**config.mk**
```make
export PLATFORM = sky130hd
export DESIGN_NAME = ptsr_pad_test_strap
export DESIGN_NICKNAME = d
export VERILOG_FILES = /design/src/rtl/ptsr_pkg.sv /design/src/rtl/ptsr_pad_test_strap.sv
export VERILOG_INCLUDE_DIRS = /design/src /design/src/rtl
export SDC_FILE = /design/constraint.sdc
export NUM_CORES = 1
export LEC_CHECK = 0
export ABC_AREA = 1
export BUFFER_PORTS_ARGS = -buffer_cell sky130_fd_sc_hd__buf_2
export CAP_MARGIN = 10
export CORE_MARGIN = 2
export CORE_UTILIZATION = 45
export DETAILED_ROUTE_END_ITERATION = 16
export PLACE_DENSITY_LB_ADDON = 0.3
export SLEW_MARGIN = 20
export SYNTH_ARGS = -nofsm -noshare
export SYNTH_HDL_FRONTEND = slang
export SYNTH_SLANG_ARGS = --single-unit
```
**constraint.sdc**
```tcl
create_clock -name sys_clk -period 7.21 [get_ports sys_clk]
set_input_delay 0.3605 -clock sys_clk [delete_from_list [all_inputs] [get_ports sys_clk]]
set_output_delay 0.3605 -clock sys_clk [all_outputs]
set_load 0.01 [all_outputs]
```
**src/rtl/ptsr_params.svh**
```systemverilog
// constants and rule summary for the pad test and strap readback block
// Operation
// - forced input mode: status bits mirror pin levels
// - low status map, bits 4,5 reserved zero
// - high status: rxd1-3, strap1, rest zero
// - input-mode register, read/write, resets zero
// - output-mode register, read/write, resets zero
// - mode registers map sixteen pins, none reserved
// - strap bits 15,14: clock shift enables
// - strap bits 13,12: serial, reduced mac enable
// - strap bits 8:6 hold mac mode
// - strap bit 5 reports link role
// - strap bits 4:0 report management address
// - force bit enters test, direction picks readback
// - forced output drives pins from control bits
`ifndef PTSR_PARAMS_SVH
`define PTSR_PARAMS_SVH
`define PTSR_ADDR_STATUS_LO   16'h0457
`define PTSR_ADDR_STATUS_HI   16'h0458
`define PTSR_ADDR_INPUT_MODE  16'h0459
`define PTSR_ADDR_OUTPUT_MODE 16'h045A
`define PTSR_ADDR_STRAP_VEC   16'h045D
`define PTSR_RESET_WORD       16'h0000
`define PTSR_LO_RSVD_MASK     16'hFFCF
`define PTSR_HI_USED_MASK     16'h000F
`define PTSR_PAD_COUNT        20
`define PTSR_LO_COUNT         16
`define PTSR_HI_COUNT         4
`define PTSR_WORD_BITS        16
`define PTSR_LO_RSVD_A        4
`define PTSR_LO_RSVD_B        5
`define PTSR_BIT_ZERO         1'b0
`define PTSR_PAD_RELEASED     1'b1
`define PTSR_FIELD3_ZERO      3'h0
`define PTSR_ADDR5_ZERO       5'h00
`define PTSR_STRAP_TXSH_BIT   15
`define PTSR_STRAP_RXSH_BIT   14
`define PTSR_STRAP_SERIAL_BIT 13
`define PTSR_STRAP_REDUCE_BIT 12
`define PTSR_STRAP_TEST_MSB   11
`define PTSR_STRAP_TEST_LSB   9
`define PTSR_STRAP_MODE_MSB   8
`define PTSR_STRAP_MODE_LSB   6
`define PTSR_STRAP_ROLE_BIT   5
`define PTSR_STRAP_ADDR_MSB   4
`define PTSR_STRAP_ADDR_LSB   0
`endif

```
**src/rtl/ptsr_pkg.sv**
```systemverilog
// types shared by the pad test and strap readback block
package ptsr_pkg;
  typedef struct packed {
    logic       txShift;
    logic       rxShift;
    logic       serialMacEn;
    logic       reducedMacEn;
    logic [2:0] testMode;
    logic [2:0] macMode;
    logic       link_role_strap;
    logic [4:0] management_address_strap;
  } ptsr_strap_t;
  typedef struct packed {
    logic        wrStb;
    logic        rdStb;
    logic [15:0] addr;
    logic [15:0] wrData;
  } ptsr_mgmt_req_t;
  typedef enum logic [2:0] {
    PTSR_MAC_SERIAL  = 3'h0,
    PTSR_MAC_ALIGN   = 3'h4,
    PTSR_MAC_TXSH    = 3'h5,
    PTSR_MAC_TXRXSH  = 3'h6,
    PTSR_MAC_RXSH    = 3'h7
  } ptsr_mac_mode_t;
endpackage

```
**src/rtl/ptsr_pad_test_strap.sv**
```systemverilog
// pad test readback, pin mode registers and strap vector readback
`timescale 1ns/1ps
`include "ptsr_params.svh"
module ptsr_pad_test_strap (
  input  wire logic                    sys_clk,
  input  wire logic                    rst,
  input  wire ptsr_pkg::ptsr_mgmt_req_t mgmtReq,
  output logic [15:0]                  rdData,
  output logic                         rdValid,
  input  wire logic                    forceCtrl,
  input  wire logic                    forceDirIn,
  input  wire logic [15:0]             padCtrlLo,
  input  wire logic [3:0]              padCtrlHi,
  input  wire logic [19:0]             padIn,
  output logic [19:0]                  padOut,
  output logic [19:0]                  padOe_n,
  input  wire ptsr_pkg::ptsr_strap_t    strapIn,
  input  wire logic                    strapLatch,
  output logic [15:0]                  pinInputMode,
  output logic [15:0]                  pinOutputMode
);
  // pad index: 0..15 follow the low status map, 16..19 the high one
  logic [19:0]           padMeta;        // first sync stage, may go metastable
  logic [19:0]           padSyncA;       // second sync stage
  logic [19:0]           padSyncB;       // third sync stage
  logic [19:0]           padLevel;       // filtered pin level
  logic [15:0]           statusLo;       // low status word
  logic [15:0]           statusHi;       // high status word
  logic                  strapTxShift;   // latched transmit clock shift
  logic                  strapRxShift;   // latched receive clock shift
  logic                  strapSerialEn;  // latched serial mac enable
  logic                  strapReduceEn;  // latched reduced mac enable
  logic [2:0]            strapTestMode;  // latched test mode field
  logic [2:0]            strapMacMode;   // latched mac mode field
  logic                  strapRole;      // latched link role
  logic [4:0]            strapAddr;      // latched management address
  logic [15:0]           strapWord;      // strap fields laid out for reading
  logic                  readbackOn;     // forced input direction
  logic                  driveOn;        // forced output direction
  logic [19:0]           ctrlWord;       // both pad control words side by side
  logic                  selStatusLo;
  logic                  selStatusHi;
  logic                  selInputMode;
  logic                  selOutputMode;
  logic                  selStrapVec;
  logic                  wrInputMode;
  logic                  wrOutputMode;
  logic [15:0]           next_rdData;

  // forced input direction gates the readback path
  assign readbackOn = forceCtrl & forceDirIn;
  // forced output direction hands the pads to the control words
  assign driveOn    = forceCtrl & ~forceDirIn;
  // low control word fills pads 0..15, high word pads 16..19
  assign ctrlWord   = {padCtrlHi, padCtrlLo};

  // address decode shared by the write and read paths
  // exact match only, so an unmapped address selects nothing
  always_comb begin
    selStatusLo   = 1'b0;
    selStatusHi   = 1'b0;
    selInputMode  = 1'b0;
    selOutputMode = 1'b0;
    selStrapVec   = 1'b0;
    unique case (mgmtReq.addr)
      `PTSR_ADDR_STATUS_LO:   selStatusLo   = 1'b1;
      `PTSR_ADDR_STATUS_HI:   selStatusHi   = 1'b1;
      `PTSR_ADDR_INPUT_MODE:  selInputMode  = 1'b1;
      `PTSR_ADDR_OUTPUT_MODE: selOutputMode = 1'b1;
      `PTSR_ADDR_STRAP_VEC:   selStrapVec   = 1'b1;
      default:                selStatusLo   = 1'b0;
    endcase
  end

  // only the mode registers take writes; status and strap words ignore them
  assign wrInputMode  = mgmtReq.wrStb & selInputMode;
  assign wrOutputMode = mgmtReq.wrStb & selOutputMode;

  // per-pad synchroniser, agreement filter and forced drive
  // a level moves only when stages two and three agree, so a one-clock glitch is lost
  genvar gi;
  generate
    for (gi = 0; gi < `PTSR_PAD_COUNT; gi = gi + 1) begin : gPad
      // three flip-flops in a row; nothing else reads the first one
      always_ff @(posedge sys_clk or posedge rst) begin
        if (rst) begin
          padMeta[gi]  <= `PTSR_BIT_ZERO;
          padSyncA[gi] <= `PTSR_BIT_ZERO;
          padSyncB[gi] <= `PTSR_BIT_ZERO;
        end else begin
          padMeta[gi]  <= padIn[gi];
          padSyncA[gi] <= padMeta[gi];
          padSyncB[gi] <= padSyncA[gi];
        end
      end

      // agreement filter on stages two and three
      // costs one clock of latency, traded for a clean level
      always_ff @(posedge sys_clk or posedge rst) begin
        if (rst) begin
          padLevel[gi] <= `PTSR_BIT_ZERO;
        end else if (padSyncA[gi] == padSyncB[gi]) begin
          padLevel[gi] <= padSyncB[gi];
        end
      end

      // forced output drive; enable low only while the pad is driven
      // outside forced output the pad stays released so no pin is fought
      always_ff @(posedge sys_clk or posedge rst) begin
        if (rst) begin
          padOut[gi]  <= `PTSR_BIT_ZERO;
          padOe_n[gi] <= `PTSR_PAD_RELEASED;
        end else begin
          padOut[gi]  <= ctrlWord[gi];
          padOe_n[gi] <= ~driveOn;
        end
      end
    end
  endgenerate

  // low status word, one flop per bit, updated only in forced input
  // reserved positions never follow a pin, so nothing can leak onto them
  generate
    for (gi = 0; gi < `PTSR_LO_COUNT; gi = gi + 1) begin : gStatusLo
      if (gi == `PTSR_LO_RSVD_A || gi == `PTSR_LO_RSVD_B) begin : gRsvd
        // reserved bit held at zero
        always_ff @(posedge sys_clk or posedge rst) begin
          if (rst) begin
            statusLo[gi] <= `PTSR_BIT_ZERO;
          end else begin
            statusLo[gi] <= `PTSR_BIT_ZERO;
          end
        end
      end else begin : gUsed
        // mirrors its pad; holds the last level once test mode ends
        always_ff @(posedge sys_clk or posedge rst) begin
          if (rst) begin
            statusLo[gi] <= `PTSR_BIT_ZERO;
          end else if (readbackOn) begin
            statusLo[gi] <= padLevel[gi];
          end
        end
      end
    end
  endgenerate

  // high status word: rxd1..3 and strap1 in its low bits
  generate
    for (gi = 0; gi < `PTSR_HI_COUNT; gi = gi + 1) begin : gStatusHi
      always_ff @(posedge sys_clk or posedge rst) begin
        if (rst) begin
          statusHi[gi] <= `PTSR_BIT_ZERO;
        end else if (readbackOn) begin
          statusHi[gi] <= padLevel[`PTSR_LO_COUNT + gi];
        end
      end
    end
  endgenerate

  // upper high status bits are reserved and read zero
  generate
    for (gi = `PTSR_HI_COUNT; gi < `PTSR_WORD_BITS; gi = gi + 1) begin : gHiRsvd
      always_ff @(posedge sys_clk or posedge rst) begin
        if (rst) begin
          statusHi[gi] <= `PTSR_BIT_ZERO;
        end else begin
          statusHi[gi] <= `PTSR_BIT_ZERO;
        end
      end
    end
  endgenerate

  // input-mode register; a set bit puts its pad into input mode
  // bit map has no reserved positions, so the whole word is stored
  always_ff @(posedge sys_clk or posedge rst) begin
    if (rst) begin
      pinInputMode <= `PTSR_RESET_WORD;
    end else if (wrInputMode) begin
      pinInputMode <= mgmtReq.wrData;
    end
  end

  // output-mode register; a set bit puts its pad into output mode
  always_ff @(posedge sys_clk or posedge rst) begin
    if (rst) begin
      pinOutputMode <= `PTSR_RESET_WORD;
    end else if (wrOutputMode) begin
      pinOutputMode <= mgmtReq.wrData;
    end
  end

  // clock shift straps, captured only on the latch strobe
  // no management path reaches these flops, so a host write cannot disturb them
  always_ff @(posedge sys_clk or posedge rst) begin
    if (rst) begin
      strapTxShift <= `PTSR_BIT_ZERO;
      strapRxShift <= `PTSR_BIT_ZERO;
    end else if (strapLatch) begin
      strapTxShift <= strapIn.txShift;
      strapRxShift <= strapIn.rxShift;
    end
  end

  // mac interface enable straps
  always_ff @(posedge sys_clk or posedge rst) begin
    if (rst) begin
      strapSerialEn <= `PTSR_BIT_ZERO;
      strapReduceEn <= `PTSR_BIT_ZERO;
    end else if (strapLatch) begin
      strapSerialEn <= strapIn.serialMacEn;
      strapReduceEn <= strapIn.reducedMacEn;
    end
  end

  // test mode field, passed through as strapped
  always_ff @(posedge sys_clk or posedge rst) begin
    if (rst) begin
      strapTestMode <= `PTSR_FIELD3_ZERO;
    end else if (strapLatch) begin
      strapTestMode <= strapIn.testMode;
    end
  end

  // mac mode field; reserved codes are reported as strapped
  always_ff @(posedge sys_clk or posedge rst) begin
    if (rst) begin
      strapMacMode <= `PTSR_FIELD3_ZERO;
    end else if (strapLatch) begin
      strapMacMode <= strapIn.macMode;
    end
  end

  // link role strap
  always_ff @(posedge sys_clk or posedge rst) begin
    if (rst) begin
      strapRole <= `PTSR_BIT_ZERO;
    end else if (strapLatch) begin
      strapRole <= strapIn.link_role_strap;
    end
  end

  // management address strap; undefined values are not filtered
  always_ff @(posedge sys_clk or posedge rst) begin
    if (rst) begin
      strapAddr <= `PTSR_ADDR5_ZERO;
    end else if (strapLatch) begin
      strapAddr <= strapIn.management_address_strap;
    end
  end

  // strap fields laid out in their read positions
  always_comb begin
    strapWord                                            = `PTSR_RESET_WORD;
    strapWord[`PTSR_STRAP_TXSH_BIT]                      = strapTxShift;
    strapWord[`PTSR_STRAP_RXSH_BIT]                      = strapRxShift;
    strapWord[`PTSR_STRAP_SERIAL_BIT]                    = strapSerialEn;
    strapWord[`PTSR_STRAP_REDUCE_BIT]                    = strapReduceEn;
    strapWord[`PTSR_STRAP_TEST_MSB:`PTSR_STRAP_TEST_LSB] = strapTestMode;
    strapWord[`PTSR_STRAP_MODE_MSB:`PTSR_STRAP_MODE_LSB] = strapMacMode;
    strapWord[`PTSR_STRAP_ROLE_BIT]                      = strapRole;
    strapWord[`PTSR_STRAP_ADDR_MSB:`PTSR_STRAP_ADDR_LSB] = strapAddr;
  end

  // read word chosen from the decoded address; unmapped addresses read zero
  always_comb begin
    next_rdData = `PTSR_RESET_WORD;
    if (selStatusLo) begin
      next_rdData = statusLo;
    end
    if (selStatusHi) begin
      next_rdData = statusHi;
    end
    if (selInputMode) begin
      next_rdData = pinInputMode;
    end
    if (selOutputMode) begin
      next_rdData = pinOutputMode;
    end
    if (selStrapVec) begin
      next_rdData = strapWord;
    end
  end

  // read data is registered and holds until the next read
  // holding it lets a slow host sample the word at leisure
  always_ff @(posedge sys_clk or posedge rst) begin
    if (rst) begin
      rdData <= `PTSR_RESET_WORD;
    end else if (mgmtReq.rdStb) begin
      rdData <= next_rdData;
    end
  end

  // read answer pulses for one cycle, one cycle after the strobe
  always_ff @(posedge sys_clk or posedge rst) begin
    if (rst) begin
      rdValid <= `PTSR_BIT_ZERO;
    end else begin
      rdValid <= mgmtReq.rdStb;
    end
  end
endmodule

```
# Word level (Yosys, flattened, before mapping)
# Cells that the tools add are included.
dict set report totals {
  mem_bits_ro 0
  latch_bits 0
  regBits 176
  output_inout_bits 89
  mem_bits_rw 0
  memories 0
  inputBits 95
  wordCells 162
}
dict set report op_classes {
  multipliers 0
  bitwise 6
  n_reduce_logical 0
  n_div 0
  n_shift 0
  eq_ne 23
  n_lt_le_gt_ge 0
  add_sub_neg 0
  muxes 10
}
# cell count
set ops {}
lappend ops {{equality test 16 x 11 -> 1 bit (second input constant)} 5}
lappend ops {{two-way mux 16 bit} 5}
lappend ops {{equality test 1 bit} 18}
lappend ops {{two-way mux 1 bit} 5}
lappend ops {{AND 1 bit} 4}
lappend ops {{NOT 1 bit} 2}

# Longest topological paths before layout
dict set report logic_depth {
  depth_word 7
  ltp_mapped 11
  mapped_depth_nobuf 10
}

# Worst setup path before layout
# No wires, ideal clock.
dict set report synth_timing {
  path_kind {in2reg}
  from {input mgmtReq[29] in the netlist's numbering}
  to {register pinOutputMode[13]}
  setup_slack_ns 5.856
  path_buffers 2
  arrival_time_ns 1.236
  setup_ns 0.118
  required_ns 7.092
  cell_stages 9
  path_cell_list {nor2_1 > nand2_1 > nor2_4 > and2_1 > buf_4 > nand2_4 > buf_6 > nand2_1 > o21ai_2}
}
dict set report synth_between {
  elab_chain_cells 3
}
# item line
set synth_lines {}
lappend synth_lines {{from (decl)} ptsr_pad_test_strap.sv:7} ;# input wire ptsr_pkg::ptsr_mgmt_req_t mgmtReq,
lappend synth_lines {{equality test 16 x 11 -> 1 bit} ptsr_pad_test_strap.sv:65} ;# unique case (mgmtReq.addr)
lappend synth_lines {{two-way mux 1 bit} ptsr_pad_test_strap.sv:65}
lappend synth_lines {{AND 1 bit} ptsr_pad_test_strap.sv:77} ;# assign wrOutputMode = mgmtReq.wrStb & selOutputMode;
lappend synth_lines {{to (signal assigned)} ptsr_pad_test_strap.sv:186} ;# pinOutputMode <= `PTSR_RESET_WORD;
lappend synth_lines {{to (signal assigned)} ptsr_pad_test_strap.sv:188} ;# pinOutputMode <= mgmtReq.wrData;
lappend synth_lines {{to (decl)} ptsr_pad_test_strap.sv:20} ;# output logic [15:0] pinOutputMode
# Every way passes these cells.
# A chain may end at the register's enable or synchronous reset.

# Worst setup path in the final report
dict set report layout_timing {
  from {input mgmtReq[19] in the netlist's numbering}
  to {register pinOutputMode[5]}
}
# The elaborated chain is that of the path after synthesis.

==> metrics.txt <==
outcome finished clean; distinct cell type count after synthesis 21; CP required 7500 ps; synthesized area per cell 12.1 um2; ratio of total power to cell area 260 nW/um2; post-placement cell area 7290 um2; core area 13,900 um2; CTS tree done; first-pass GRT wire length 20.9 mm; antenna-violating nets left 0; mean routed wirelength per cell 14.9 um; FP Rows 43; post-DP HPWL 9.37 mm; Clock Tree Buf Depth 2; Seq/Total Area, Yosys 0.686; hold_buf cts 0; setup TNS 0 ps; #FFs+latches synth 176; Sink Count 176; number of I/O pins 184; Cell Area, Synth 6420 um2; routed wire length 13.1 mm; Syn Inst Count 529; Max VDD drop 0.000136 V; Final Util 0.563; post-cts sizing count 0; leak pwr 0.00395 uW; largest area contributor in the netlist dfrtp_1; largest net degree at the start of global routing 93; fin crit share 0.304; via count 4,319; Final Skew 5.30 ps; max-cap viol count 0; most common cell after layout, fill and taps aside buf_2; Filler cells 1,173; drt pass-1 iters 4; FMAX 457 MHz; Starting Density 0.461; Root Driver clkbuf_16; clk slew on worst S/H paths 60 ps; gr ovfl total 0; antenna violations before repair 5; nets@finish 785; fin crit period 2190 ps; worst hold path type input port to flip-flop; Synth top area share 0.682; Worst slew margin 0.390; non-filler cells, final 883; endpoints failing setup 0; unrepaired setup endpoints after global routing false; most frequent cells in the layout 181 x buf_2, 175 x dfrtp_1, 126 x nand2_1; full die area 15,200 um2; Via-to-Cell Ratio 4.89; crit path DAT 2480 ps; Synth area leaders dfrtp_1 68%, nand2_1 7.4%, mux2_2 6.0%, maj3_1 2.8%, nand3_1 2.8%; number of global-route vias before repair 4,235; gr usage total 0.182; worst skew pair latency 420 ps; Final Hold Fails 0; drc violations 0; Tot Pwr 2040 uW; Iteration-0 DRC Markers 286; # placed instances 851; Worst Setup End Kind flip-flop; Worst-Margin Slew 912 ps; H-tree levels 4; Post-Layout Inst Area 7850 um2; Area Growth Syn to Fin 22.2%; Max Slew Vio Count 0; Setup CP Type input port to flip-flop; Die H 123 um; CP Launch Type input port; GPL Wtd Cong 0.786; share of layout cells above drive strength 1 0.378; IO buf count 181; Synth Net Count 624; Num CTS Buffers 17; setup bufs post-CTS 0; Max Fanout on Critical Path 32; YS warnings 0; die width 123 um
-- cells in the mapped netlist --
master / number
buf_2: 10
o21ai_2: 16
nand2_2: 2
inv_1: 27
maj3_1: 18
inv_2: 1
nand3_1: 36
nand4_1: 11
nor2_1: 20
dfrtp_1: 175
nor2_4: 1
clkbuf_1: 4
nor2_2: 1
nand2_4: 1
nand2_1: 126
buf_6: 3
buf_4: 23
o21ai_1: 16
and2_1: 3
dfstp_2: 1
mux2_2: 34
-- state kept, by name, summed over array words and instances, names as in the netlist --
signal         cells
padLevel          18
padMeta           18
padOe_n            1
padOut            20
padSyncA          18
padSyncB          18
pinInputMode      16
pinOutputMode     16
rdData            16
rdValid            1
statusHi           4
statusLo          14
strapAddr          5
strapMacMode       3
strapReduceEn      1
strapRole          1
strapRxShift       1
strapSerialEn      1
strapTestMode      3
strapTxShift       1
-- report_power, final --
group / leakage, uW / total, uW / switching, uW / internal [uW]
combinational: 0.00152 / 116 / 58.5 / 57.9
clock: 0.000263 / 844 / 346 / 499
sequential: 0.00216 / 1080 / 29.0 / 1050
-- path summary, 6_finish.rpt --
| kind | from | slack, ps | to | cells after the start |
|---|---|---|---|---|
| setup reg to reg | statusHi[1] | 6250 | rdData[1] | 6 |
| hold / removal | padIn[19] | 50 | padMeta[19] | 1 |
| hold reg to reg | padMeta[0] | 350 | padSyncA[0] | 0 |
| setup / recovery | mgmtReq[19] | 5020 | pinOutputMode[5] | 9 |
| min in group asynchronous | rst | 80 | padOut[18] | 2 |
| max in group asynchronous | rst | 5940 | rdData[3] | 3 |
-- cells by family (layout without fill, tap and decap cells) --
group / after synthesis / in the layout / synth area share
and+or+nand+nor: 201 / 201 / 0.133
AOI/OAI and AO/OA: 32 / 32 / 0.0343
buffers and inverters: 68 / 240 / 0.0586
other: 0 / 2 / 0
muxes: 34 / 34 / 0.0596
DFF: 176 / 176 / 0.686
adders and majority gates: 18 / 18 / 0.0281
-- per-layer routing --
| metal | wire length [um] | global-route usage |
|---|---|---|
| met1 | 5590 | 0.239 |
| met2 | 6300 | 0.277 |
| met3 | 866 | 0.0554 |
| met4 | 339 | 0.0895 |
| met5 | 34 | 0 |
-- through the flow --
| stage | hold WS (ps) | worst slack (ps) |
|---|---|---|
| after detailed placement | 335 | 4550 |
| after global routing | 25.2 | 4820 |
| after floorplan | 331 | 2080 |
| final | 46.7 | 5020 |
| after global placement | 334 | 4620 |
| after CTS | 31.2 | 4990 |
-- cell type report --
cell class / count / area (um2) / area share
Multi-Input combinational cell: 285 / 1640 / 0.209
Clock inverter: 5 / 56.3 / 0.00718
Sequential cell: 176 / 4410 / 0.562
Timing Repair Buffer: 182 / 917 / 0.117
Inverter: 28 / 110 / 0.0140
Clock buffer: 25 / 485 / 0.0619
Tap cell: 180 / 225 / 0.0287
Antenna cell: 2 / 5.00 / 0.000638
-- critical path, stage by stage --
cell and delay [ps]:
buf_2 90, inv_1 50, nor2_2 120, nand3_1 110, nor2_1 700, and2_1 440, nand2_4 350, nand2_1 190
o21ai_2 60
Power figures use the tool's default switching activity.
